--- config.mk ---
export PLATFORM = sky130hd
export DESIGN_NAME = status_flag_instr_unit
export DESIGN_NICKNAME = d
export VERILOG_FILES = /design/src/logic/flag_instr_pkg.sv /design/src/logic/status_flag_instr_unit.sv
export SDC_FILE = /design/constraint.sdc
export NUM_CORES = 1
export LEC_CHECK = 0
export ABC_AREA = 0
export BUFFER_PORTS_ARGS = -buffer_cell sky130_fd_sc_hd__buf_2
export CAP_MARGIN = 20
export CORE_MARGIN = 3
export CORE_UTILIZATION = 42
export DETAILED_ROUTE_END_ITERATION = 6
export HOLD_SLACK_MARGIN = 0.06
export PLACE_DENSITY_LB_ADDON = 0.15
export SLEW_MARGIN = 20
export SYNTH_ARGS = -nofsm -noshare
export SYNTH_HDL_FRONTEND = slang
export SYNTH_SLANG_ARGS = --single-unit
--- constraint.sdc ---
create_clock -name sys_clk -period 1.8 [get_ports sys_clk]
set_clock_uncertainty 0.2 [all_clocks]
set_input_delay 0.45 -clock sys_clk [delete_from_list [all_inputs] [get_ports sys_clk]]
set_output_delay 0.45 -clock sys_clk [all_outputs]
set_load 0.05 [all_outputs]
--- src/logic/flag_instr_pkg.sv ---
package flag_instr_pkg;
   // flag positions inside flag_byte
   localparam logic [2:0] ADD_SPILL_POS = 3'h0;
   localparam logic [2:0] ALL_CLEAR_POS = 3'h1;
   localparam logic [2:0] MSB_COPY_POS = 3'h2;
   localparam logic [2:0] SIGNED_CARRY_POS = 3'h3;
   localparam logic [2:0] N_XOR_V_POS = 3'h4;
   localparam logic [2:0] NIBBLE_CARRY_POS = 3'h5;
   localparam logic [2:0] SAVED_BOOL_POS = 3'h6;
   localparam logic [2:0] MASTER_GATE_POS = 3'h7;
   localparam logic [7:0] FLAG_BYTE_RESET = 8'h00;
   // register port
   localparam int ADDR_W = 4;
   localparam logic [3:0] FLAG_BYTE_OFS = 4'h0;
   localparam logic [3:0] STATUS_OFS = 4'h1;
   // cycle counts
   localparam int SLEEP_CLOCKS = 3;
   localparam logic [1:0] SLEEP_WAIT_LOAD = 2'(SLEEP_CLOCKS - 1);
   typedef enum logic [2:0] {
      OP_NOP,
      OP_COPY_BIT_TO_SAVED,
      OP_LOAD_BIT_FROM_SAVED,
      OP_FLAG_INDEX_ASSERT,
      OP_FLAG_INDEX_DEASSERT,
      OP_SLEEP,
      OP_WATCHDOG_KICK
   } instr_op_t;
   typedef enum logic {
      ST_RUN,
      ST_SLEEP_WAIT
   } exec_state_t;
endpackage

--- src/logic/status_flag_instr_unit.sv ---
`timescale 1ns/10ps
// Overview of operation
// RULE1 - copy_bit_to_saved puts selected register bit into saved_bool, one clock, nothing else.
// RULE2 - load_bit_from_saved writes saved_bool into selected destination bit; flags unchanged.
// RULE3 - open_master_gate sets master_gate in one clock, no other flag changes.
// RULE4 - shut_master_gate clears master_gate in one clock, no other flag changes.
// RULE5 - n_xor_v_flag set/clear forces it to 1 or 0 in one clock.
// RULE6 - signed_carry_out set/clear forces it to 1 or 0 in one clock.
// RULE7 - nibble_carry set/clear forces it to 1 or 0 in one clock.
// RULE8 - sleep takes three clocks, no flag change, then hands to sleep logic.
// RULE9 - watchdog_kick takes one clock, no flag change, signals the watchdog restart.
// RULE10 - other flag set/clear and indexed forms change only the addressed bit.
// RULE11 - no-operation takes one clock and changes no state.
module status_flag_instr_unit
   import flag_instr_pkg::*;
(
   input wire logic sys_clk,
   input wire logic reset_n,
   input wire logic instr_valid,
   input wire instr_op_t instr_op,
   input wire logic [2:0] bit_sel,
   input wire logic [2:0] flag_idx,
   input wire logic [4:0] reg_idx,
   input wire logic [7:0] reg_value,
   input wire logic [ADDR_W-1:0] bus_addr,
   input wire logic [7:0] bus_wdata,
   input wire logic bus_wr,
   input wire logic bus_rd,
   output logic [7:0] bus_rdata_ff,
   output logic instr_ready_ff,
   output logic [7:0] flag_byte_ff,
   output logic reg_we_ff,
   output logic [4:0] reg_widx_ff,
   output logic [7:0] reg_wdata_ff,
   output logic sleep_enter_ff,
   output logic watchdog_kick_ff
);

   exec_state_t state_ff;
   logic [1:0] wait_cnt_ff;
   logic accept;
   logic flag_wr;
   logic [7:0] nxt_flag_byte;

   assign accept = instr_valid && instr_ready_ff;
   assign flag_wr = bus_wr && (bus_addr == FLAG_BYTE_OFS);

   // a same-cycle instruction edit lands on top of a software write
   always_comb begin
      nxt_flag_byte = flag_wr ? bus_wdata : flag_byte_ff;
      if (accept) begin
         unique case (instr_op)
            // RULE1 saved bit copy
            OP_COPY_BIT_TO_SAVED: nxt_flag_byte[SAVED_BOOL_POS] = reg_value[bit_sel];
            // RULE3 RULE5 RULE6 RULE7 RULE10 indexed set
            OP_FLAG_INDEX_ASSERT: nxt_flag_byte[flag_idx] = 1'b1;
            // RULE4 RULE5 RULE6 RULE7 RULE10 indexed clear
            OP_FLAG_INDEX_DEASSERT: nxt_flag_byte[flag_idx] = 1'b0;
            // RULE11 nop keeps everything
            default: ;
         endcase
      end
   end

   always_ff @(posedge sys_clk or negedge reset_n) begin
      if (!reset_n) begin
         flag_byte_ff <= FLAG_BYTE_RESET;
      end else begin
         flag_byte_ff <= nxt_flag_byte;
      end
   end

   // RULE2 bit load writeback
   always_ff @(posedge sys_clk or negedge reset_n) begin
      if (!reset_n) begin
         reg_we_ff <= 1'b0;
         reg_widx_ff <= 5'h00;
         reg_wdata_ff <= 8'h00;
      end else begin
         reg_we_ff <= accept && (instr_op == OP_LOAD_BIT_FROM_SAVED);
         if (accept && (instr_op == OP_LOAD_BIT_FROM_SAVED)) begin
            reg_widx_ff <= reg_idx;
            reg_wdata_ff <= reg_value;
            reg_wdata_ff[bit_sel] <= flag_byte_ff[SAVED_BOOL_POS];
         end
      end
   end

   // RULE9 watchdog restart pulse
   always_ff @(posedge sys_clk or negedge reset_n) begin
      if (!reset_n) begin
         watchdog_kick_ff <= 1'b0;
      end else begin
         watchdog_kick_ff <= accept && (instr_op == OP_WATCHDOG_KICK);
      end
   end

   // RULE8 three-clock sleep occupancy
   always_ff @(posedge sys_clk or negedge reset_n) begin
      if (!reset_n) begin
         state_ff <= ST_RUN;
         wait_cnt_ff <= 2'h0;
         instr_ready_ff <= 1'b1;
         sleep_enter_ff <= 1'b0;
      end else begin
         sleep_enter_ff <= 1'b0;
         unique case (state_ff)
            ST_RUN: begin
               if (accept && (instr_op == OP_SLEEP)) begin
                  state_ff <= ST_SLEEP_WAIT;
                  wait_cnt_ff <= SLEEP_WAIT_LOAD;
                  instr_ready_ff <= 1'b0;
               end
            end
            ST_SLEEP_WAIT: begin
               wait_cnt_ff <= wait_cnt_ff - 2'h1;
               if (wait_cnt_ff == 2'h1) begin
                  // control passes to the sleep controller here
                  state_ff <= ST_RUN;
                  instr_ready_ff <= 1'b1;
                  sleep_enter_ff <= 1'b1;
               end
            end
         endcase
      end
   end

   // unmapped offsets read as zero
   always_ff @(posedge sys_clk or negedge reset_n) begin
      if (!reset_n) begin
         bus_rdata_ff <= 8'h00;
      end else if (bus_rd) begin
         unique case (bus_addr)
            FLAG_BYTE_OFS: bus_rdata_ff <= flag_byte_ff;
            STATUS_OFS: bus_rdata_ff <= {7'h00, state_ff == ST_SLEEP_WAIT};
            default: bus_rdata_ff <= 8'h00;
         endcase
      end else begin
         bus_rdata_ff <= 8'h00;
      end
   end
endmodule

# [After elaboration in Yosys (flattened, before gate mapping)]
# Index checks and enable logic that the tools add are counted.
[totals] input_bits=39 register_bits=36 elab_cells=62 out_inout_bits=33
[classes] n_eq_ne=10 muxes=24 n_lt_le_gt_ge=4 n_bitwise=4 reduce_logical=9 n_addsub=1
[ops] cell="$mux 8" n=3
[ops] cell="$pmux 8 s2" n=1
[ops] cell="$pmux 6 s2" n=1
[ops] cell="$eq 3x3->1 const B" n=3
[ops] cell="$mux 1" n=9
[ops] cell="$and 8x8->8" n=1
[ops] cell="$bwmux 8" n=1
[ops] cell="$lt 3x4->1 const B" n=2
[ops] cell="$not 8->8" n=1
[ops] cell="$or 8x8->8" n=1
[ops] cell="$logic_and 1x1->1" n=7
[ops] cell="$demux 1 s3" n=2
[ops] cell="$eq 3x2->1 const B" n=2
[ops] cell="$ge 3x1->1 const B" n=2
[ops] cell="$pmux 1 s2" n=3
[ops] cell="$eq 4x1->1 const B" n=1
[ops] cell="$logic_not 4->1" n=1
[ops] cell="$pmux 2 s2" n=1
[ops] cell="$bmux 1 s3" n=1
[ops] cell="$eq 3x1->1 const B" n=1
[ops] cell="$pmux 1 s3" n=1
[ops] cell="$eq 2x1->1 const B" n=1
[ops] cell="$mux 2" n=1
[ops] cell="$ne 2x1->1 const B" n=1
[ops] cell="4 further kinds" n=4

# [Depth between registers and ports, before layout]
[depth] ltp_word=8 mapped_depth=6 ltp_nobuf=4

# [Worst setup path after synthesis]
# No wires, ideal clock.
[synth_timing] kind="reg-to-reg" startpoint="reg instr_ready_ff" endpoint="reg reg_widx_ff[1]" path_stages_with_launch=6 required_ns=1.475 slack_ns=-0.223 t_arrival_ns=1.698 setup_time_ns=0.125 n_path_buf=2 synth_period_minus_slack_ns=2.023 cell_sequence="dfstp_2 > nand2_1 > or3_1 > buf_2 > buf_6 > mux2_4"
[synth_between] elab_chain_cells=2
[synth_rtl] element="start, declared" line="status_flag_instr_unit.sv:30" text="output logic instr_ready_ff,"
[synth_rtl] element="start signal, assigned" line="status_flag_instr_unit.sv:103" text="instr_ready_ff <= 1'b1;"
[synth_rtl] element="start signal, assigned" line="status_flag_instr_unit.sv:112" text="instr_ready_ff <= 1'b0;"
[synth_rtl] element="start signal, assigned" line="status_flag_instr_unit.sv:120" text="instr_ready_ff <= 1'b1;"
[synth_rtl] element="$logic_and 1x1->1" line="status_flag_instr_unit.sv:45" text="assign accept = instr_valid && instr_ready_ff;"
[synth_rtl] element="$logic_and 1x1->1" line="status_flag_instr_unit.sv:81" text="if (accept && (instr_op == OP_LOAD_BIT_FROM_SAVED)) begin"
[synth_rtl] element="end signal, assigned" line="status_flag_instr_unit.sv:82" text="reg_widx_ff <= reg_idx;"
[synth_rtl] element="end, declared" line="status_flag_instr_unit.sv:33" text="output logic [4:0] reg_widx_ff,"
# No other way between the ends.
# A chain may end at the register's enable or synchronous reset.

# [Worst setup path after layout]
[layout_timing] startpoint="reg instr_ready_ff" endpoint="out instr_ready_ff"
# No word-level cell between the ends.

==> tab_implementation.tex <==
\begin{tabular}{lr}
\hline
Metric & Value \\
\hline
\multicolumn{2}{l}{\textbf{Power}} \\
Max rail drop VDD & 0.435 mV \\
Leak pwr & 1.30 nW \\
P per Cell Area & 850 nW/um2 \\
Switching share of power & between 20 and 30\% \\
Power dissipated by switching net loads & 0.000597 W \\
Internal Dissipation & 0.00140 W \\
Share of power burned in registers & 44.5\% \\
Clock Power Share & a little over a third \\
Part of the total power dissipated in combinational logic & 20.5\% \\
\multicolumn{2}{l}{\textbf{Clock network}} \\
Clock tree from TritonCTS & yes \\
Total clock buffers created by CTS & 5 \\
Reg clk slew, reported paths & 0.07 ns \\
H-tree depth & 2 \\
Maximum clock insertion buffer count & 2 \\
Clock latency of the later-clocked register in the worst-skew pair & 0.28 ns \\
Num Clock Sinks & 36 \\
Clock root buffer & sky130\_fd\_sc\_hd\_\_clkbuf\_8 \\
\multicolumn{2}{l}{\textbf{Logic synthesis}} \\
Fraction of synthesized cell area taken by the top area cell type & 51.5\% \\
Number of storage elements in the synthesis netlist & 36 \\
Distinct cell type count after synthesis & 31 \\
Xor-xnor portion of the synthesized cell area & 0\% \\
Synth Net Count & 199 \\
Predominant post-synthesis flop cell & sky130\_fd\_sc\_hd\_\_dfrtp\_1 \\
Main combinational cell family by area after synthesis & simple AND/OR/NAND/NOR gates \\
Fraction of the mapped netlist area in compound gates & 7.51\% \\
Post-synth ARST share & 100\% \\
Number of warnings issued by yosys & 0 \\
Post-synthesis instance area & between 1500 and 2000 um2 \\
Cell count after synthesis & between 150 and 200 \\
Post-synthesis sequential area ratio & 53.1\% \\
Synthesized-area fraction occupied by and/or/nand/nor cells & 19.6\% \\
Cell taking the most area after synthesis & sky130\_fd\_sc\_hd\_\_dfrtp\_1 \\
Syn\_area\_per\_cell & 10.7 um2 \\
Mux cell area share after synthesis & 16.4\% \\
Top area cells in the synthesized netlist & sky130\_fd\_sc\_hd\_\_dfrtp\_1, sky130\_fd\_sc\_hd\_\_mux2i\_1, sky130\_fd\_sc\_hd\_\_nand2\_1, sky130\_fd\_sc\_hd\_\_nor2\_1, sky130\_fd\_sc\_hd\_\_and2\_1 \\
Number of enable-type register cells in the synthesized netlist & 0 \\
Adder and majority gate portion of the synthesized area & 0.736\% \\
\multicolumn{2}{l}{\textbf{Critical path}} \\
Critical path buffers and inverters & 1 \\
Endpoint kind of the worst setup timing path & output port \\
Classification of the worst setup path & reg -> out \\
Maximum fanout encountered on the critical timing path & 4 \\
Reg2reg path depth & 4 \\
Worst endpoint data arrival time & $\sim$1.1 ns \\
Critical-path top delay cell & sky130\_fd\_sc\_hd\_\_dfstp\_2 \\
Worst stage delay on the critical path & 0.56 ns \\
Startpoint kind of the worst setup timing path & flop \\
Reg-to-Reg Start & instr\_ready\_ff\$\_DFFE\_PN1P\_ \\
Data required time at the worst endpoint & 1.15 ns \\
Chain of cells forming the critical path & buf\_2 \\
Timing startpoint of the critical path & instr\_ready\_ff\$\_DFFE\_PN1P\_ \\
Dominant delay contributor by cell family on the critical path & flip-flops \\
Reg-to-reg slack, setup & 0.04 ns \\
Worst R2R End & reg\_widx\_ff[2]\$\_DFFE\_PN0P\_ \\
\multicolumn{2}{l}{\textbf{Placed design}} \\
Minimum setup slack after placement & -0.0598 ns \\
Placer Congestion & roughly 0.83 \\
DP HPWL & between 3000 and 4000 um \\
Port-buffer cells & 71 \\
\multicolumn{2}{l}{\textbf{Final layout}} \\
\# fillers & 337 \\
Ratio of cells with drive above 1 in the final layout & 41.9\% \\
Area grow syn2layout & 37.8\% \\
Most common cell after layout, fill and taps aside & sky130\_fd\_sc\_hd\_\_buf\_2 \\
Register area & approximately 900 um2 \\
Ant diodes & 0 \\
Top library cells by usage in the layout, fill and taps aside & sky130\_fd\_sc\_hd\_\_buf\_2, sky130\_fd\_sc\_hd\_\_dfrtp\_1, sky130\_fd\_sc\_hd\_\_mux2i\_1 \\
Multi-input gate area & 767 um2 \\
Total Nets Final & 285 \\
\multicolumn{2}{l}{\textbf{Min path}} \\
Class of the tightest hold or removal check & in -> reg \\
Count of cells along the worst hold path & 2 \\
Startpoint of the tightest hold check path & reg\_idx[4] \\
Hold worst-path end & reg\_widx\_ff[4]\$\_DFFE\_PN0P\_ \\
\multicolumn{2}{l}{\textbf{Routing}} \\
Final ANT Viol Nets & 0 \\
Number of DRC violations after detailed-routing iteration 0 & 79 \\
Detailed-router iteration count before antenna repair & 4 \\
Total wire length & 3800 um \\
Ratio of routed vias to standard cells & slightly below 5 \\
Remaining design rule violation count & 0 \\
Per-cell routed wire length & around 13 um \\
Routed vias & approximately 1400 \\
\multicolumn{2}{l}{\textbf{Global routing}} \\
Via count of the first global-routing pass & roughly 1400 \\
Number of antenna violations at the first check in global routing & 0 \\
Global router's overall resource usage & 16.6\% \\
Global route overflow & 0 \\
First-pass GRT wire length & 6420 um \\
Maximum number of pins on one net before global-route repair & 22 \\
\multicolumn{2}{l}{\textbf{Floorplan}} \\
Placeable core area & 3770 um2 \\
Die Footprint & 4850 um2 \\
DIE WIDTH & 69.6 um \\
Initial cell density of the core & between 40\% and 50\% \\
Die outline height & 69.6 um \\
Row count & 22 \\
Count of boundary I/O pins & between 70 and 80 \\
\multicolumn{2}{l}{\textbf{STA}} \\
Worst-case setup margin in the final layout & 0.0373 ns \\
Final critical-path required period & about 1.8 ns \\
Tightest Pin Transition & 0.374 ns \\
Final Setup Violations & 0 \\
Normalized max-slew margin & about three quarters \\
Max Slew Vio Count & 0 \\
Final TNS setup & 0 ns \\
Highest clock frequency the design can meet & 567 MHz \\
Number of hold-slack violations in the final timing report & 0 \\
Unrepaired setup endpoints after global routing & true \\
Share of the cycle needed by the critical path after routing & between 90\% and 100\% \\
WHS & 0.193 ns \\
\multicolumn{2}{l}{\textbf{Run status}} \\
Result of the run & finished, final reports clean \\
\multicolumn{2}{l}{\textbf{Run}} \\
Max-cap violations & 0 \\
\hline
\end{tabular}
synthesized netlist by cell type, types with 2 or more instances:
cell                       instances
sky130_fd_sc_hd__nand3_1           3
sky130_fd_sc_hd__buf_2             4
sky130_fd_sc_hd__nor3_1            6
sky130_fd_sc_hd__or4_1             2
sky130_fd_sc_hd__nor2b_1           5
sky130_fd_sc_hd__o22ai_1           5
sky130_fd_sc_hd__inv_1             3
sky130_fd_sc_hd__mux2_2            3
sky130_fd_sc_hd__o32ai_1           2
sky130_fd_sc_hd__nand2b_1          4
sky130_fd_sc_hd__and2_1            8
sky130_fd_sc_hd__nand2_1          20
sky130_fd_sc_hd__dfrtp_1          35
sky130_fd_sc_hd__o21ai_0           8
sky130_fd_sc_hd__mux2i_1          20
sky130_fd_sc_hd__nor2_1           14
sky130_fd_sc_hd__mux2_4            3
worst max-delay path by stage:
| stage | endpoint | slack (ns) | cells after the start |
|---|---|---|---|
| 6_report | instr_ready_ff | 0.04 | 1 |
| 5_1_grt | reg_widx_ff[2]$_DFFE_PN0P_ | -0.001 | 4 |
| 4_1_cts | flag_byte_ff[2]$_DFF_PN0_ | 0.006 | 5 |
| 3_5_place_dp | reg_widx_ff[2]$_DFFE_PN0P_ | -0.06 | 5 |
| 3_3_place_gp | reg_widx_ff[1]$_DFFE_PN0P_ | -0.04 | 5 |
| 2_1_floorplan | reg_widx_ff[1]$_DFFE_PN0P_ | -0.19 | 5 |
power by group through the flow:
| stage | sequential (W) | combinational [W] | clock, W |
|---|---|---|---|
| after floorplan | 0.00105 | 0.000103 | 0 |
| after global placement | 0.000903 | 0.000408 | 0 |
| after detailed placement | 0.000903 | 0.000409 | 0 |
| after CTS | 0.000888 | 0.000411 | 0.000724 |
| after global routing | 0.000892 | 0.000439 | 0.000755 |
| final | 0.000886 | 0.000409 | 0.000697 |
metrics by stage:
stage          cells  util (%)  area [um2]  total power [W]
2_1_floorplan    159         -        1700          0.00115
5_1_grt          294      62.1        2340          0.00209
4_1_cts          294      61.7        2330          0.00202
3_5_place_dp     285      58.5        2210          0.00131
3_3_place_gp     285      58.5        2210          0.00131
6_report         294      62.1        2340          0.00199
state kept, by name, indices dropped and copies added, names as in the netlist:
name / cells
state_ff: 1
reg_wdata_ff: 8
watchdog_kick_ff: 1
flag_byte_ff: 8
reg_widx_ff: 5
instr_ready_ff: 1
wait_cnt_ff: 2
reg_we_ff: 1
sleep_enter_ff: 1
bus_rdata_ff: 8
layer usage:
layer / global-route usage, % / vias up / share of wire [%]
met3: 6.09 / 6 / 9.1
li1: - / 734 / -
met4: 5.74 / 0 / 1.1
met1: 22.1 / 648 / 46
met2: 25.0 / 56 / 43
met5: 0 / - / 0
layout make-up:
cell class / instances / share of cell area (%)
well taps: 48 / 2.56
repair buffers: 85 / 21.0
clock inverters: 3 / 1.82
multi-input cells: 114 / 32.7
flip-flops and latches: 36 / 38.5
clock buffers: 5 / 2.94
inverters: 3 / 0.481
timing repair:
item / in CTS / in global routing
gates resized for setup: 0 / 4
endpoints found under the setup margin: 0 / 14
endpoints found under the hold margin: 14 / 0
buffers inserted: 0 / 0
hold buffers: 1 / 0
kinds of logic after synthesis:
kind of cell / Yosys count
DFF: 36
and+or+nand+nor: 67
AOI/OAI and AO/OA: 20
buffers and inverters: 9
muxes: 26
adders and majority gates: 1
(Power assumes the default switching activity.)
